File: src/core/bvp_map.vh
`ifndef BVP_MAP_VH
`define BVP_MAP_VH

// Register byte offsets
`define BVP_OFS_CTRL      8'h00
`define BVP_OFS_COV_THR   8'h04
`define BVP_OFS_COV_REC   8'h08
`define BVP_OFS_COV_TIME  8'h0C
`define BVP_OFS_POV_THR   8'h10
`define BVP_OFS_POV_REC   8'h14
`define BVP_OFS_POV_TIME  8'h18
`define BVP_OFS_CUV_THR   8'h1C
`define BVP_OFS_CUV_REC   8'h20
`define BVP_OFS_CUV_TIME  8'h24
`define BVP_OFS_OT_CHG    8'h28
`define BVP_OFS_COV_HYS   8'h2C
`define BVP_OFS_COV_DELTA 8'h30
`define BVP_OFS_DSG_CUR   8'h34
`define BVP_OFS_CHG_CUR   8'h38
`define BVP_OFS_ALERT     8'h3C
`define BVP_OFS_SAFETY    8'h40
`define BVP_OFS_BATT      8'h44
`define BVP_OFS_INT_STAT  8'h48
`define BVP_OFS_INT_MASK  8'h4C

// Reset values
`define BVP_RST_CTRL      2'h1
`define BVP_RST_COV_THR   16'h10CC
`define BVP_RST_COV_REC   16'h0F3C
`define BVP_RST_COV_TIME  8'h02
`define BVP_RST_POV_THR   16'h445C
`define BVP_RST_POV_REC   16'h3E80
`define BVP_RST_POV_TIME  8'h02
`define BVP_RST_CUV_THR   16'h0898
`define BVP_RST_CUV_REC   16'h0BB8
`define BVP_RST_CUV_TIME  8'h02
`define BVP_RST_OT_CHG    16'h0226
`define BVP_RST_COV_HYS   8'h64
`define BVP_RST_COV_DELTA 8'h14
`define BVP_RST_DSG_CUR   16'h0064
`define BVP_RST_CHG_CUR   16'h0064
`define BVP_RST_INT_MASK  6'h00

// Pre-charge mode value that routes the pre-charge FET
`define BVP_PRECHG_SEL    2'h1

// Field positions: alert, safety status
`define BVP_B_COV         0
`define BVP_B_POV         1
`define BVP_B_CUV         2
// Battery status word
`define BVP_B_TCA         0
`define BVP_B_TDA         1
`define BVP_B_FD          2
`define BVP_B_DISCHARGE_BLOCKED_FLAG        3
// Interrupt events
`define BVP_I_COV_TRIP    0
`define BVP_I_POV_TRIP    1
`define BVP_I_CUV_TRIP    2
`define BVP_I_COV_REC     3
`define BVP_I_POV_REC     4
`define BVP_I_CUV_REC     5

// Qualification timer width, in bits
`define BVP_TIME_W        8

`endif

File: src/core/bvp_qual_timer.v
`timescale 1ns/1ps
`default_nettype none
`include "bvp_map.vh"

module bvp_qual_timer (
	// Clock and reset
	input  wire                   clk_i,
	input  wire                   rst_i,
	// Qualification
	input  wire                   cond_i,
	input  wire                   tick_i,
	input  wire [`BVP_TIME_W-1:0] limit_i,
	// Result
	output wire                   pending_o,
	output wire                   expire_o
);

	reg  [`BVP_TIME_W-1:0] cnt_r;
	wire [`BVP_TIME_W-1:0] cnt_inc;
	wire                   run;

	// Zero limit disables the check entirely
	assign run       = cond_i & (limit_i != {`BVP_TIME_W{1'b0}});
	assign cnt_inc   = cnt_r + {{(`BVP_TIME_W-1){1'b0}}, 1'b1};
	assign pending_o = run;
	assign expire_o  = run & tick_i & (cnt_inc >= limit_i);

	// First tick after onset may be a partial second; accepted for a one-second base
	always @(posedge clk_i or posedge rst_i) begin
		if (rst_i) begin
			cnt_r <= {`BVP_TIME_W{1'b0}};
		end else if (!run || expire_o) begin
			cnt_r <= {`BVP_TIME_W{1'b0}};
		end else if (tick_i) begin
			cnt_r <= cnt_inc;
		end
	end

endmodule // bvp_qual_timer

`default_nettype wire

File: src/core/bvp_top.v
// Contract
// Cell overvoltage qualified turns charge FET off
// Cell overvoltage alert while qualification pending
// Cell overvoltage trip: FETs, requests, alarm, status
// Cell overvoltage recovery when all cells low
// Cell overvoltage: charge FET on while discharging
// Hot charging lowers cell overvoltage threshold
// Zero delta disables threshold compensation
// Pack overvoltage qualified turns charge FET off
// Pack overvoltage alert while qualification pending
// Pack overvoltage trip: FETs, requests, alarm, status
// Pack overvoltage recovery at recovery threshold
// Pack overvoltage: charge FET on while discharging
// Cell undervoltage qualified turns discharge FET off
// Cell undervoltage alert while qualification pending
// Cell undervoltage trip: FETs, alarms, pre-charge
// Cell undervoltage recovery when all cells high
// Cell undervoltage: discharge FET on while charging
// Timers count seconds, restart on onset
`timescale 1ns/1ps
`default_nettype none
`include "bvp_map.vh"

module bvp_top (
	// Clock and reset
	input  wire        CORE_CLK_I,
	input  wire        RST_I,
	// Register port
	input  wire [7:0]  REG_ADDR_I,
	input  wire [31:0] REG_WDATA_I,
	input  wire        REG_WR_I,
	input  wire        REG_RD_I,
	output wire [31:0] REG_RDATA_O,
	// Measurements
	input  wire        SEC_TICK_I,
	input  wire [15:0] CELL1_MV_I,
	input  wire [15:0] CELL2_MV_I,
	input  wire [15:0] CELL3_MV_I,
	input  wire [15:0] CELL4_MV_I,
	input  wire [15:0] PACK_MV_I,
	input  wire [15:0] CURRENT_MA_I,
	input  wire [15:0] TEMP_DC_I,
	input  wire        DISCHARGING_I,
	// FET controls
	output wire        CHG_FET_O,
	output wire        DSG_FET_O,
	output wire        PRECHARGE_FET_O,
	// Status words
	output wire [2:0]  SAFETY_ALERT_O,
	output wire [2:0]  SAFETY_STATUS_O,
	output wire        CHARGE_STOP_ALARM_O,
	output wire        DISCHARGE_STOP_ALARM_O,
	output wire        FULLY_DISCHARGED_FLAG_O,
	output wire        DISCHARGE_BLOCKED_FLAG_O,
	output wire        CHG_REQ_ZERO_O,
	output wire        CHG_REQ_PRECHARGE_O,
	// Interrupt
	output wire        IRQ_O
);

	// Stored configuration
	reg  [1:0]             precharge_mode_r;
	reg  [15:0]            cov_thr_r;
	reg  [15:0]            cov_rec_r;
	reg  [`BVP_TIME_W-1:0] cov_time_r;
	reg  [15:0]            pov_thr_r;
	reg  [15:0]            pov_rec_r;
	reg  [`BVP_TIME_W-1:0] pov_time_r;
	reg  [15:0]            cuv_thr_r;
	reg  [15:0]            cuv_rec_r;
	reg  [`BVP_TIME_W-1:0] cuv_time_r;
	reg  [15:0]            ot_chg_r;
	reg  [7:0]             cov_hys_r;
	reg  [7:0]             cov_delta_r;
	reg  [15:0]            dsg_cur_r;
	reg  [15:0]            chg_cur_r;
	reg  [5:0]             int_mask_r;

	// Protection state
	reg  [2:0]             alert_r;
	reg  [2:0]             status_r;
	reg  [2:0]             status_nxt;
	reg                    tda_r;
	reg                    tda_nxt;
	reg                    fd_r;
	reg                    fd_nxt;
	reg                    discharge_blocked_flag_r;
	reg                    discharge_blocked_flag_nxt;
	reg                    chg_fet_r;
	reg                    dsg_fet_r;
	reg                    pre_fet_r;
	reg                    req_zero_r;
	reg                    req_pre_r;
	reg  [5:0]             int_stat_r;
	reg  [5:0]             int_stat_nxt;
	reg                    irq_r;
	reg  [31:0]            rdata_r;
	reg  [31:0]            rdata_nxt;

	// Comparisons
	wire [15:0]            cell_mv [0:3];
	wire [3:0]             cell_ov;
	wire [3:0]             cell_ov_ok;
	wire [3:0]             cell_uv;
	wire [3:0]             cell_uv_ok;
	wire [16:0]            cov_thr_comp;
	wire [15:0]            cov_thr_eff;
	wire signed [16:0]     temp_s;
	wire signed [16:0]     hot_lim_s;
	wire                   comp_on;
	wire                   cov_cond;
	wire                   pov_cond;
	wire                   cuv_cond;
	wire                   cov_recov;
	wire                   pov_recov;
	wire                   cuv_recov;
	wire                   cov_pend;
	wire                   pov_pend;
	wire                   cuv_pend;
	wire                   cov_trip;
	wire                   pov_trip;
	wire                   cuv_trip;
	wire [2:0]             recov_ev;
	wire signed [16:0]     cur_s;
	wire signed [16:0]     dsg_lim_s;
	wire signed [16:0]     chg_lim_s;
	wire                   body_dsg;
	wire                   body_chg;
	wire                   ov_state;
	wire                   pre_sel;
	wire                   rd_int;
	wire [5:0]             events;

	assign cell_mv[0] = CELL1_MV_I;
	assign cell_mv[1] = CELL2_MV_I;
	assign cell_mv[2] = CELL3_MV_I;
	assign cell_mv[3] = CELL4_MV_I;

	// Threshold compensation while charging and hot
	assign temp_s       = $signed({1'b0, TEMP_DC_I});
	assign hot_lim_s    = $signed({1'b0, ot_chg_r}) - $signed({9'h000, cov_hys_r});
	assign comp_on      = !DISCHARGING_I && (temp_s > hot_lim_s)
	                      && (cov_delta_r != 8'h00);
	assign cov_thr_comp = {1'b0, cov_thr_r} - {9'h000, cov_delta_r};
	// Clamp at zero so an oversized delta cannot wrap to a huge threshold
	assign cov_thr_eff  = !comp_on ? cov_thr_r :
	                      (cov_thr_comp[16] ? 16'h0000 : cov_thr_comp[15:0]);

	genvar gi;
	generate
		for (gi = 0; gi < 4; gi = gi + 1) begin : g_cell
			assign cell_ov[gi]    = cell_mv[gi] >= cov_thr_eff;
			assign cell_ov_ok[gi] = cell_mv[gi] <= cov_rec_r;
			assign cell_uv[gi]    = cell_mv[gi] <= cuv_thr_r;
			assign cell_uv_ok[gi] = cell_mv[gi] >= cuv_rec_r;
		end
	endgenerate

	assign cov_cond  = (|cell_ov) && !status_r[`BVP_B_COV];
	assign pov_cond  = (PACK_MV_I >= pov_thr_r) && !status_r[`BVP_B_POV];
	assign cuv_cond  = (|cell_uv) && !status_r[`BVP_B_CUV];
	assign cov_recov = (&cell_ov_ok) && status_r[`BVP_B_COV];
	assign pov_recov = (PACK_MV_I <= pov_rec_r) && status_r[`BVP_B_POV];
	assign cuv_recov = (&cell_uv_ok) && status_r[`BVP_B_CUV];
	assign recov_ev  = {cuv_recov, pov_recov, cov_recov};

	bvp_qual_timer u_cov_tmr (
		.clk_i     (CORE_CLK_I),
		.rst_i     (RST_I),
		.cond_i    (cov_cond),
		.tick_i    (SEC_TICK_I),
		.limit_i   (cov_time_r),
		.pending_o (cov_pend),
		.expire_o  (cov_trip)
	);

	bvp_qual_timer u_pov_tmr (
		.clk_i     (CORE_CLK_I),
		.rst_i     (RST_I),
		.cond_i    (pov_cond),
		.tick_i    (SEC_TICK_I),
		.limit_i   (pov_time_r),
		.pending_o (pov_pend),
		.expire_o  (pov_trip)
	);

	bvp_qual_timer u_cuv_tmr (
		.clk_i     (CORE_CLK_I),
		.rst_i     (RST_I),
		.cond_i    (cuv_cond),
		.tick_i    (SEC_TICK_I),
		.limit_i   (cuv_time_r),
		.pending_o (cuv_pend),
		.expire_o  (cuv_trip)
	);

	// Body-diode protection current windows
	assign cur_s     = $signed({CURRENT_MA_I[15], CURRENT_MA_I});
	assign dsg_lim_s = -$signed({1'b0, dsg_cur_r});
	assign chg_lim_s = $signed({1'b0, chg_cur_r});
	assign body_dsg  = cur_s <= dsg_lim_s;
	assign body_chg  = cur_s >= chg_lim_s;

	// Status flags; trip and recovery are exclusive because a timer idles while tripped
	always @* begin
		status_nxt = status_r;
		if (cov_trip)
			status_nxt[`BVP_B_COV] = 1'b1;
		else if (cov_recov)
			status_nxt[`BVP_B_COV] = 1'b0;
		if (pov_trip)
			status_nxt[`BVP_B_POV] = 1'b1;
		else if (pov_recov)
			status_nxt[`BVP_B_POV] = 1'b0;
		if (cuv_trip)
			status_nxt[`BVP_B_CUV] = 1'b1;
		else if (cuv_recov)
			status_nxt[`BVP_B_CUV] = 1'b0;
	end

	// Discharge-side flags; the fully-discharged flag is left for software to clear
	always @* begin
		tda_nxt  = tda_r;
		fd_nxt   = fd_r;
		discharge_blocked_flag_nxt = discharge_blocked_flag_r;
		if (REG_WR_I && REG_ADDR_I == `BVP_OFS_BATT && REG_WDATA_I[`BVP_B_FD])
			fd_nxt = 1'b0;
		if (cuv_recov) begin
			tda_nxt  = 1'b0;
			discharge_blocked_flag_nxt = 1'b0;
		end
		if (cuv_trip) begin
			tda_nxt  = 1'b1;
			fd_nxt   = 1'b1;
			discharge_blocked_flag_nxt = 1'b1;
		end
	end

	assign ov_state = status_nxt[`BVP_B_COV] | status_nxt[`BVP_B_POV];
	assign pre_sel  = precharge_mode_r == `BVP_PRECHG_SEL;

	// Interrupt events: trips and full recoveries; a set beats a read clear
	assign events = {recov_ev, cuv_trip, pov_trip, cov_trip};
	assign rd_int = REG_RD_I && (REG_ADDR_I == `BVP_OFS_INT_STAT);
	always @* begin
		int_stat_nxt = (rd_int ? 6'h00 : int_stat_r) | events;
	end

	// Read mux; data stand only in the cycle after the strobe
	always @* begin
		rdata_nxt = 32'h0000_0000;
		if (REG_RD_I) begin
			case (REG_ADDR_I)
				`BVP_OFS_CTRL:      rdata_nxt = {30'h0, precharge_mode_r};
				`BVP_OFS_COV_THR:   rdata_nxt = {16'h0, cov_thr_r};
				`BVP_OFS_COV_REC:   rdata_nxt = {16'h0, cov_rec_r};
				`BVP_OFS_COV_TIME:  rdata_nxt = {24'h0, cov_time_r};
				`BVP_OFS_POV_THR:   rdata_nxt = {16'h0, pov_thr_r};
				`BVP_OFS_POV_REC:   rdata_nxt = {16'h0, pov_rec_r};
				`BVP_OFS_POV_TIME:  rdata_nxt = {24'h0, pov_time_r};
				`BVP_OFS_CUV_THR:   rdata_nxt = {16'h0, cuv_thr_r};
				`BVP_OFS_CUV_REC:   rdata_nxt = {16'h0, cuv_rec_r};
				`BVP_OFS_CUV_TIME:  rdata_nxt = {24'h0, cuv_time_r};
				`BVP_OFS_OT_CHG:    rdata_nxt = {16'h0, ot_chg_r};
				`BVP_OFS_COV_HYS:   rdata_nxt = {24'h0, cov_hys_r};
				`BVP_OFS_COV_DELTA: rdata_nxt = {24'h0, cov_delta_r};
				`BVP_OFS_DSG_CUR:   rdata_nxt = {16'h0, dsg_cur_r};
				`BVP_OFS_CHG_CUR:   rdata_nxt = {16'h0, chg_cur_r};
				`BVP_OFS_ALERT:     rdata_nxt = {29'h0, alert_r};
				`BVP_OFS_SAFETY:    rdata_nxt = {29'h0, status_r};
				`BVP_OFS_BATT:      rdata_nxt = {28'h0, discharge_blocked_flag_r, fd_r, tda_r, req_zero_r};
				`BVP_OFS_INT_STAT:  rdata_nxt = {26'h0, int_stat_r};
				`BVP_OFS_INT_MASK:  rdata_nxt = {26'h0, int_mask_r};
				default:            rdata_nxt = 32'h0000_0000;
			endcase
		end
	end

	// Configuration writes
	always @(posedge CORE_CLK_I or posedge RST_I) begin
		if (RST_I) begin
			precharge_mode_r <= `BVP_RST_CTRL;
			cov_thr_r        <= `BVP_RST_COV_THR;
			cov_rec_r        <= `BVP_RST_COV_REC;
			cov_time_r       <= `BVP_RST_COV_TIME;
			pov_thr_r        <= `BVP_RST_POV_THR;
			pov_rec_r        <= `BVP_RST_POV_REC;
			pov_time_r       <= `BVP_RST_POV_TIME;
			cuv_thr_r        <= `BVP_RST_CUV_THR;
			cuv_rec_r        <= `BVP_RST_CUV_REC;
			cuv_time_r       <= `BVP_RST_CUV_TIME;
			ot_chg_r         <= `BVP_RST_OT_CHG;
			cov_hys_r        <= `BVP_RST_COV_HYS;
			cov_delta_r      <= `BVP_RST_COV_DELTA;
			dsg_cur_r        <= `BVP_RST_DSG_CUR;
			chg_cur_r        <= `BVP_RST_CHG_CUR;
			int_mask_r       <= `BVP_RST_INT_MASK;
		end else if (REG_WR_I) begin
			case (REG_ADDR_I)
				`BVP_OFS_CTRL:      precharge_mode_r <= REG_WDATA_I[1:0];
				`BVP_OFS_COV_THR:   cov_thr_r        <= REG_WDATA_I[15:0];
				`BVP_OFS_COV_REC:   cov_rec_r        <= REG_WDATA_I[15:0];
				`BVP_OFS_COV_TIME:  cov_time_r       <= REG_WDATA_I[7:0];
				`BVP_OFS_POV_THR:   pov_thr_r        <= REG_WDATA_I[15:0];
				`BVP_OFS_POV_REC:   pov_rec_r        <= REG_WDATA_I[15:0];
				`BVP_OFS_POV_TIME:  pov_time_r       <= REG_WDATA_I[7:0];
				`BVP_OFS_CUV_THR:   cuv_thr_r        <= REG_WDATA_I[15:0];
				`BVP_OFS_CUV_REC:   cuv_rec_r        <= REG_WDATA_I[15:0];
				`BVP_OFS_CUV_TIME:  cuv_time_r       <= REG_WDATA_I[7:0];
				`BVP_OFS_OT_CHG:    ot_chg_r         <= REG_WDATA_I[15:0];
				`BVP_OFS_COV_HYS:   cov_hys_r        <= REG_WDATA_I[7:0];
				`BVP_OFS_COV_DELTA: cov_delta_r      <= REG_WDATA_I[7:0];
				`BVP_OFS_DSG_CUR:   dsg_cur_r        <= REG_WDATA_I[15:0];
				`BVP_OFS_CHG_CUR:   chg_cur_r        <= REG_WDATA_I[15:0];
				`BVP_OFS_INT_MASK:  int_mask_r       <= REG_WDATA_I[5:0];
				default:            int_mask_r       <= int_mask_r;
			endcase
		end
	end

	// Protection outputs, all registered
	always @(posedge CORE_CLK_I or posedge RST_I) begin
		if (RST_I) begin
			alert_r    <= 3'h0;
			status_r   <= 3'h0;
			tda_r      <= 1'b0;
			fd_r       <= 1'b0;
			discharge_blocked_flag_r     <= 1'b0;
			chg_fet_r  <= 1'b0;
			dsg_fet_r  <= 1'b0;
			pre_fet_r  <= 1'b0;
			req_zero_r <= 1'b0;
			req_pre_r  <= 1'b0;
			int_stat_r <= 6'h00;
			irq_r      <= 1'b0;
			rdata_r    <= 32'h0000_0000;
		end else begin
			alert_r[`BVP_B_COV] <= cov_pend & !cov_trip;
			alert_r[`BVP_B_POV] <= pov_pend & !pov_trip;
			alert_r[`BVP_B_CUV] <= cuv_pend & !cuv_trip;
			status_r   <= status_nxt;
			tda_r      <= tda_nxt;
			fd_r       <= fd_nxt;
			discharge_blocked_flag_r     <= discharge_blocked_flag_nxt;
			// Charge FET off in any overvoltage state unless discharge current reaches dsg_cur_r
			chg_fet_r  <= !ov_state | body_dsg;
			dsg_fet_r  <= !status_nxt[`BVP_B_CUV] | body_chg;
			// Overvoltage wins: no pre-charge path while charge must stop
			pre_fet_r  <= pre_sel & status_nxt[`BVP_B_CUV] & !ov_state;
			req_zero_r <= ov_state;
			req_pre_r  <= status_nxt[`BVP_B_CUV] & !ov_state;
			int_stat_r <= int_stat_nxt;
			irq_r      <= |(int_stat_nxt & int_mask_r);
			rdata_r    <= rdata_nxt;
		end
	end

	assign REG_RDATA_O              = rdata_r;
	assign CHG_FET_O                = chg_fet_r;
	assign DSG_FET_O                = dsg_fet_r;
	assign PRECHARGE_FET_O          = pre_fet_r;
	assign SAFETY_ALERT_O           = alert_r;
	assign SAFETY_STATUS_O          = status_r;
	assign CHARGE_STOP_ALARM_O      = req_zero_r;
	assign DISCHARGE_STOP_ALARM_O   = tda_r;
	assign FULLY_DISCHARGED_FLAG_O  = fd_r;
	assign DISCHARGE_BLOCKED_FLAG_O = discharge_blocked_flag_r;
	assign CHG_REQ_ZERO_O           = req_zero_r;
	assign CHG_REQ_PRECHARGE_O      = req_pre_r;
	assign IRQ_O                    = irq_r;

endmodule // bvp_top

`default_nettype wire

File: config.mk
export PLATFORM = sky130hd
export DESIGN_NAME = bvp_top
export DESIGN_NICKNAME = d
export VERILOG_FILES = /design/src/core/bvp_qual_timer.v /design/src/core/bvp_top.v
export VERILOG_INCLUDE_DIRS = /design/src /design/src/core
export SDC_FILE = /design/constraint.sdc
export NUM_CORES = 1
export LEC_CHECK = 0
export ABC_CLOCK_PERIOD_IN_PS = 17100
export BUFFER_PORTS_ARGS = -buffer_cell sky130_fd_sc_hd__buf_2
export CAP_MARGIN = 20
export CORE_ASPECT_RATIO = 1.4
export CORE_MARGIN = 4
export CORE_UTILIZATION = 55
export CTS_CLUSTER_SIZE = 16
export DETAILED_ROUTE_END_ITERATION = 6
export HOLD_SLACK_MARGIN = 0.1
export PLACE_DENSITY = 0.71
export SLEW_MARGIN = 20
export SYNTH_ARGS = -nofsm -noshare
export SYNTH_HDL_FRONTEND = slang
export SYNTH_HIERARCHICAL = 1
export SYNTH_SLANG_ARGS = --single-unit
File: constraint.sdc
create_clock -name CORE_CLK_I -period 17.1 [get_ports CORE_CLK_I]
set_clock_uncertainty 0.15 [all_clocks]
set_input_delay 0 -clock CORE_CLK_I [delete_from_list [all_inputs] [get_ports CORE_CLK_I]]
set_output_delay 0 -clock CORE_CLK_I [all_outputs]
set_load 0.01 [all_outputs]
# Yosys cells after proc, flatten, opt, wreduce, memory -nomap -nowiden
# Index checks and enable logic that the tools add are counted.
dict set report totals {
  reg_bits 268
  inputBits 158
  out_inout_bits 48
  word_cells 179
}
dict set report op_classes {
  n_addsub 6
  magnitude_cmp 24
  eq_ne 20
  muxes 21
  bitwise 20
  reduce_logical 57
}
# operator count
set ops {}
lappend ops {{case mux 16 bit (20 select lines)} 1}
lappend ops {{greater-or-equal comparator 16 bit} 9}
lappend ops {{less-or-equal comparator 16 bit} 9}
lappend ops {{equality test 8 x 6 -> 1 bit (second input constant)} 8}
lappend ops {{2-to-1 mux 16 bit} 3}
lappend ops {{2-to-1 mux 8 bit} 6}
lappend ops {{subtractor 16 x 8 -> 17 bit} 2}
lappend ops {{equality test 8 x 5 -> 1 bit (second input constant)} 4}
lappend ops {{equality test 8 x 7 -> 1 bit (second input constant)} 4}
lappend ops {{AND reduction 2 bit} 16}
lappend ops {{nonzero test 8 bit} 4}
lappend ops {{adder 8 x 1 -> 8 bit (second input constant)} 3}
lappend ops {{greater-or-equal comparator 8 bit} 3}
lappend ops {{greater-or-equal comparator 16 x 17 -> 1 bit} 1}
lappend ops {{greater-than comparator 17 bit} 1}
lappend ops {{less-or-equal comparator 16 x 17 -> 1 bit} 1}
lappend ops {{negation 16 -> 17 bit} 1}
lappend ops {{equality test 8 x 4 -> 1 bit (second input constant)} 2}
lappend ops {{AND 1 bit} 15}
lappend ops {{logical NOT 1 bit} 12}
lappend ops {{logical AND 1 bit} 11}
lappend ops {{2-to-1 mux 1 bit} 10}
lappend ops {{nonzero test 2 bit} 5}
lappend ops {{equality test 8 x 3 -> 1 bit (second input constant)} 1}
lappend ops {{other kinds (10)} 16}

# Logic depth before layout (Yosys ltp)
dict set report depth {
  word_depth 15
  depth_mapped 36
}

# Hierarchy
# Netlist, hierarchy kept.
# mod instances cells_per_inst area_each_um2 seq_area_each_um2
set modules_own_cells {}
lappend modules_own_cells {bvp_top 1 1855 18899.4 5774.3}
lappend modules_own_cells {bvp_qual_timer 3 83 765.7 200.2}

# Worst setup path before layout
# Ideal clock, no wire load.
dict set report synth_path {
  path_kind {flip-flop to flip-flop}
  start {register ot_chg_r[0]}
  end {register irq_r, in the netlist IRQ_O}
  setup_ps 132
  arrival_time_ps 6335
  required_ps 16818
  slack_ps 10483
  stages_incl_launch_ff 34
  synth_period_minus_slack_ps 6617
  cell_sequence {dfrtp_1 > inv_1 > ha_1 > inv_1 > fa_1 > a21oi_1 > o21ai_1 > a2111oi_4 > nor2_2 > or3_1 > xor2_1 > ha_1 > nand2_1 > nor2_1 > nand3_1 > o41ai_1 > o32a_4 > buf_6 > nor2_1 > a22oi_1 > ha_1 > a21o_1 > a221oi_1 > o31a_1 > a2bb2oi_1 > o211ai_1 > nand2_1 > inv_1 > buf_6 > and3_2 > a21o_1 > a211o_1 > a31oi_1 > o211ai_1}
}
dict set report synth_via {
  elab_chain_cells 14
}
# element line_no
set synth_lines {}
lappend synth_lines {{from (decl)} bvp_top.v:72} ;# reg [15:0] ot_chg_r;
lappend synth_lines {{from (signal assigned)} bvp_top.v:292} ;# ot_chg_r <= `BVP_RST_OT_CHG;
lappend synth_lines {{from (signal assigned)} bvp_top.v:310} ;# `BVP_OFS_OT_CHG: ot_chg_r <= REG_WDATA_I[15:0];
lappend synth_lines {{subtractor 16 x 8 -> 17 bit *} bvp_top.v:141} ;# assign hot_lim_s = $signed({1'b0, ot_chg_r}) - $signed({9'h000, cov_hys_r});
lappend synth_lines {{greater-than comparator 17 bit *} bvp_top.v:142} ;# assign comp_on = !DISCHARGING_I && (temp_s > hot_lim_s)
lappend synth_lines {{logical AND 1 bit *} bvp_top.v:142}
lappend synth_lines {{logical AND 1 bit *} bvp_top.v:143} ;# && (cov_delta_r != 8'h00);
lappend synth_lines {{2-to-1 mux 16 bit *} bvp_top.v:146} ;# assign cov_thr_eff = !comp_on ? cov_thr_r :
lappend synth_lines {{greater-or-equal comparator 16 bit} bvp_top.v:152} ;# assign cell_ov[gi] = cell_mv[gi] >= cov_thr_eff;
lappend synth_lines {{OR reduction 4 bit *} bvp_top.v:159} ;# assign cov_cond = (|cell_ov) && !status_r[`BVP_B_COV];
lappend synth_lines {{logical AND 1 bit *} bvp_top.v:159}
lappend synth_lines {{via cov_cond} bvp_top.v:111} ;# wire cov_cond;
lappend synth_lines {{AND 1 bit *} bvp_qual_timer.v:23} ;# assign run = cond_i & (limit_i != {`BVP_TIME_W{1'b0}});
lappend synth_lines {{via cov_pend} bvp_top.v:117} ;# wire cov_pend;
lappend synth_lines {{AND 1 bit * (2 in series)} bvp_qual_timer.v:26} ;# assign expire_o = run & tick_i & (cnt_inc >= limit_i);
lappend synth_lines {{via cov_trip} bvp_top.v:120} ;# wire cov_trip;
lappend synth_lines {{bitwise OR 6 bit *} bvp_top.v:246} ;# int_stat_nxt = (rd_int ? 6'h00 : int_stat_r) | events;
lappend synth_lines {{via int_stat_nxt[0]} bvp_top.v:95} ;# reg [5:0] int_stat_nxt;
lappend synth_lines {{AND 6 bit *} bvp_top.v:353} ;# irq_r <= |(int_stat_nxt & int_mask_r);
lappend synth_lines {{OR reduction 6 bit *} bvp_top.v:353}
lappend synth_lines {{to (signal assigned)} bvp_top.v:353}
lappend synth_lines {{to (decl)} bvp_top.v:96} ;# reg irq_r;
# The timed path passes the listed nets; every way through them passes the cells marked *.
# A chain may end at the register's enable or synchronous reset.

# Worst setup path in the final report
dict set report layout_path {
  start {register ot_chg_r[0]}
  end {register chg_fet_r, in the netlist CHG_FET_O}
}
dict set report layout_via {
  elab_chain_cells 15
}
# element line_no
set layout_lines {}
lappend layout_lines {{subtractor 16 x 8 -> 17 bit *} bvp_top.v:141}
lappend layout_lines {{greater-than comparator 17 bit *} bvp_top.v:142}
lappend layout_lines {{logical AND 1 bit *} bvp_top.v:142}
lappend layout_lines {{logical AND 1 bit *} bvp_top.v:143}
lappend layout_lines {{2-to-1 mux 16 bit *} bvp_top.v:146}
lappend layout_lines {{greater-or-equal comparator 16 bit} bvp_top.v:152}
lappend layout_lines {{OR reduction 4 bit *} bvp_top.v:159}
lappend layout_lines {{logical AND 1 bit *} bvp_top.v:159}
lappend layout_lines {{via cov_cond} bvp_top.v:111}
lappend layout_lines {{[1 not listed]} --}
lappend layout_lines {{via cov_pend} bvp_top.v:117}
lappend layout_lines {{AND 1 bit * (2 in series)} bvp_qual_timer.v:26}
lappend layout_lines {{via cov_trip} bvp_top.v:120}
lappend layout_lines {{2-to-1 mux 1 bit *} bvp_top.v:207} ;# if (cov_trip)
lappend layout_lines {{bitwise OR 1 bit *} bvp_top.v:239} ;# assign ov_state = status_nxt[`BVP_B_COV] | status_nxt[`BVP_B_POV];
lappend layout_lines {{via ov_state} bvp_top.v:129} ;# wire ov_state;
lappend layout_lines {{logical NOT 1 bit *} bvp_top.v:346} ;# chg_fet_r <= !ov_state | body_dsg;
lappend layout_lines {{bitwise OR 1 bit *} bvp_top.v:346}
lappend layout_lines {{to (signal assigned)} bvp_top.v:346}
lappend layout_lines {{to (decl)} bvp_top.v:89} ;# reg chg_fet_r;
# Marks and branches as above.

==> metrics.log <==
INFO  metric dr.first_iter.drc_count = roughly 1400
INFO  metric grt_start_max_net_pins = 94
INFO  metric core_area = 37800 µm²
INFO  metric synthesis.area = about 21000 µm²
INFO  metric detail_route.wirelength = 74900 µm
INFO  metric worst_skew_pair.late_latency = between 0.5 and 0.6 ns
INFO  metric grt_use_met1 = 37.7%
INFO  metric via_count_of_the_first_global_routing_pass = 18600
INFO  metric rows = 84
INFO  metric path_max_fanout = 14
INFO  metric finalSetupViolations = 0
INFO  metric grt_util_met2 = 61.2%
INFO  metric gr-total-overflow = 0
INFO  metric die_height = between 200 and 250 µm
INFO  metric top_usage_layer = met2
INFO  metric totalPowerFinal = 1.88 mW
INFO  metric ys_async_sr_fraction = 100%
INFO  metric syn_avg_cell_area = 10.1 µm²
INFO  metric synth.area.top_cells = sky130_fd_sc_hd__dfrtp_1 (23%), sky130_fd_sc_hd__ha_1 (22%), sky130_fd_sc_hd__mux2_2 (10%)
INFO  metric combPwrFrac = 30.8%
INFO  metric crit-reg2reg-capture = CHG_FET_O
INFO  metric seq_area_frac_synth = 30.1%
INFO  metric critPathMaxStageDelay = 0.79 ns
INFO  metric powerDensity = 79.1 nW/µm²
INFO  metric route.vias.total = 18500
INFO  metric routedWlPerCell = 26.8 µm
INFO  metric power.sequential.fraction = between 30% and 40%
INFO  metric grtUsageMet3 = around 3.8%
INFO  metric synth-seq-cells = 252
INFO  metric finalHoldViolations = 0
INFO  metric setup_tns = 0 ns
INFO  metric ys.flop_type = sky130_fd_sc_hd__dfrtp_1
INFO  metric layout_min_cycle_time = 8.74 ns
INFO  metric placement.setup.worst_slack = 8.61 ns
INFO  metric grt_antenna_before_repair = 1
INFO  metric finalWeightedCongestion = just under 1
INFO  metric ant_nets = 0
INFO  metric crit_arrival = approximately 9 ns
INFO  metric cpMaxStageDelayCell = sky130_fd_sc_hd__a2111oi_0
INFO  metric clock_power_share = 31.9%
INFO  metric numCtsBuffers = 24
INFO  metric criticalPathCategory = reg2reg
INFO  metric clock_slew_seen_by_the_registers_of_the_worst_setup_and_hold_paths = 0.07 ns
INFO  metric cts_sinks = 252
INFO  metric run_status = completed
INFO  metric timing.reg2reg.setup_slack = 8.36 ns
INFO  metric i_o_buffers = 173
INFO  metric post-route-drc-count = 0
INFO  metric synth_enable_flop_cells = 0
INFO  metric total_switching_power = between 0.6 and 0.7 mW
INFO  metric vdd_ir_drop_max = a little over 0.09 mV
INFO  metric route.detailed.vias_per_inst = 6.62
INFO  metric ctsResizeCount = 0
INFO  metric yosys_cell_types = between 80 and 90
INFO  metric nNetsFinal = 2844
INFO  metric worstHoldStart = PACK_MV_I[2]
INFO  metric detail_route.first_pass.iterations = 6
INFO  metric die_x = ~170 µm
INFO  metric max_cap_violations = 0
INFO  metric cellInternalPower = between 1 and 1.5 mW
INFO  metric cp_capture_point = CHG_FET_O
INFO  metric initial_core_util = 56.0%
INFO  metric cts_buffer_depth = 3
INFO  metric yosys.area.top_type_share = 23.3%
INFO  metric timing.final.max_slew_violations = 0
INFO  metric final.period_utilization = 51.1%
INFO  metric final_critical_path_setup_slack = 8.36 ns
INFO  metric clockRootBuffer = sky130_fd_sc_hd__clkbuf_16
INFO  metric cp.required = 17.34 ns
INFO  metric synthDominantAreaCellType = sky130_fd_sc_hd__dfrtp_1
INFO  metric cts_tree = built
INFO  metric worst-slew-pin-transition = approximately 1.2 ns
INFO  metric die-area = ~42000 µm²
INFO  metric hold_class = in2reg
INFO  metric groute.usage.overall = 34.7%
INFO  metric hpwl = 60000 µm
INFO  metric startpoint = ot_chg_r[0]
INFO  metric synthesis_to_layout_area_growth = 11.8%
INFO  metric max_freq = between 0.1 and 0.15 GHz
INFO  metric rsz0062_at_grt = no
INFO  metric worst_reg2reg_startpoint = ot_chg_r[0]
INFO  metric worst_setup_path_end_kind = flop
INFO  metric grt_first_pass_wirelength = around 110000 µm
INFO  metric num_io_pins = around 200
INFO  metric total_leakage_power = 10.7 nW
INFO  metric start_kind = flop
INFO  metric max-slew-margin-rel = 22.2%
INFO  metric netSwitchingFraction = ~34%
INFO  metric yosys_warnings = 6
INFO  metric ff2ff_path_depth = 30
INFO  metric synthCells = roughly 2100
INFO  metric share_of_layout_cells_above_drive_strength_1 = about 23%
INFO  metric htree_num_levels = 1
==> flip-flops by register name, summed over array words and instances, names as in the netlist, 16 cells and up <==
name,count
REG_RDATA_O,16
chg_cur_r,16
cov_rec_r,16
cov_thr_r,16
cuv_rec_r,16
cuv_thr_r,16
dsg_cur_r,16
ot_chg_r,16
pov_rec_r,16
pov_thr_r,16
==> power groups by stage <==
stage | Combinational, mW | Sequential [mW] | Clock (mW)
floorplan | 0.392 | 0.683 | 0
global placement | 0.543 | 0.705 | 0
detailed placement | 0.560 | 0.706 | 0
CTS | 0.573 | 0.696 | 0.603
global route | 0.637 | 0.701 | 0.624
finish | 0.578 | 0.699 | 0.598
==> worst max-delay path: cells and delay by family, from the launching register on <==
family,cells,cell delay [ns]
XOR/XNOR,1,0.15
multiplexers,1,0.44
adder cells (fa/ha/maj),4,1.11
buffers and inverters,3,0.57
AND/OR/NAND/NOR,8,1.58
flip-flops,1,0.46
AO/OA/AOI/OAI,13,4.10
==> how the worst min path moves through the flow <==
stage	end	cells past startpoint	slack, ns
floorplan	u_cov_tmr/cnt_r[0]	1	-0.33
global placement	u_cuv_tmr/cnt_r[6]	2	-0.1
detailed placement	u_cuv_tmr/cnt_r[7]	2	-0.09
CTS	SAFETY_STATUS_O[1]	5	0.14
global route	SAFETY_STATUS_O[1]	6	0.14
finish	SAFETY_STATUS_O[1]	5	0.17
==> through the flow <==
stage	cell area (µm²)	util [%]	instances	hold slack, ns
global placement	22400	59.3	2715	-0.0966
CTS	23700	62.7	2796	0.137
detailed placement	22400	59.3	2715	-0.0947
finish	23700	62.7	2797	0.166
global route	23700	62.7	2796	0.140
floorplan	21300	-	2119	-0.334
==> placed cells by master, fill, tap and decap left out, drive strengths merged, types with 24 or more instances in the layout <==
cell / count
nand4: 46
o21ai: 77
nor2: 92
a22oi: 38
dlygate4sd3: 38
nor4: 26
a22o: 28
nand2: 95
xnor2: 31
nor2b: 29
ha: 378
buf: 185
a21o: 50
inv: 176
dfrtp: 197
nor3: 29
nand3: 68
a211oi: 24
a221oi: 35
clkbuf: 29
mux2: 192
a21oi: 87
dfstp: 55
==> timing repair <==
action	CTS	global route
hold buffers	38	0
endpoints found under the hold margin	344	0
setup buffers	0	0
==> cells by family (layout without fill, tap and decap cells) <==
family                     Yosys count  after routing  synth area share, %
xor gates and xnor gates            46             46                 1.90
adders and majority gates          380            380                 22.5
muxes                              201            201                 10.6
DFF                                252            252                 30.1
other                                1             17               0.0177
and+or+nand+nor                    488            488                 12.9
buffers and inverters              237            441                 4.81
AOI/OAI and AO/OA                  499            499                 17.1
==> layer usage <==
layer  share of wire (%)  vias to the layer above
met4                 9.8                        0
met5                   0                        -
li1                    -                     8369
met1                  36                     9078
met2                  49                      788
met3                 5.3                      271
==> Yosys cell counts, types with 6 or more instances <==
master and instances:
sky130_fd_sc_hd__ha_1 378, sky130_fd_sc_hd__dfrtp_1 197, sky130_fd_sc_hd__mux2_2 192, sky130_fd_sc_hd__inv_1 175, sky130_fd_sc_hd__nand2_1 95, sky130_fd_sc_hd__nor2_1 90, sky130_fd_sc_hd__a21oi_1 84, sky130_fd_sc_hd__o21ai_0 70
sky130_fd_sc_hd__nand3_1 68, sky130_fd_sc_hd__dfstp_2 55, sky130_fd_sc_hd__a21o_1 50, sky130_fd_sc_hd__nand4_1 46, sky130_fd_sc_hd__a22oi_1 38, sky130_fd_sc_hd__a221oi_1 35, sky130_fd_sc_hd__clkbuf_1 34, sky130_fd_sc_hd__xnor2_1 31
sky130_fd_sc_hd__nor2b_1 29, sky130_fd_sc_hd__a22o_1 28, sky130_fd_sc_hd__a211oi_1 24, sky130_fd_sc_hd__a31oi_1 23, sky130_fd_sc_hd__nor3_1 23, sky130_fd_sc_hd__o21a_1 23, sky130_fd_sc_hd__nor4_1 20, sky130_fd_sc_hd__buf_4 18
sky130_fd_sc_hd__nand2b_1 18, sky130_fd_sc_hd__xor2_1 15, sky130_fd_sc_hd__and4_1 14, sky130_fd_sc_hd__o211ai_1 14, sky130_fd_sc_hd__and3_1 12, sky130_fd_sc_hd__nand3b_1 12, sky130_fd_sc_hd__or4_1 12, sky130_fd_sc_hd__a222oi_1 11
sky130_fd_sc_hd__mux2i_1 9, sky130_fd_sc_hd__o22ai_1 9, sky130_fd_sc_hd__o31a_1 9, sky130_fd_sc_hd__buf_6 8, sky130_fd_sc_hd__nor3_2 6, sky130_fd_sc_hd__o21ai_1 6, sky130_fd_sc_hd__o21bai_1 6, sky130_fd_sc_hd__or3_1 6
==> layout make-up <==
type | instances | area [µm²]
Fill cell | 3221 | 14100
Multi-Input combinational cell | 1630 | 13900
Sequential cell | 252 | 6370
Timing Repair Buffer | 223 | 1340
Inverter | 175 | 664
Clock buffer | 29 | 661
Tap cell | 473 | 592
Clock inverter | 14 | 219
Antenna cell | 1 | 2.50
Power figures use the tool's default switching activity.
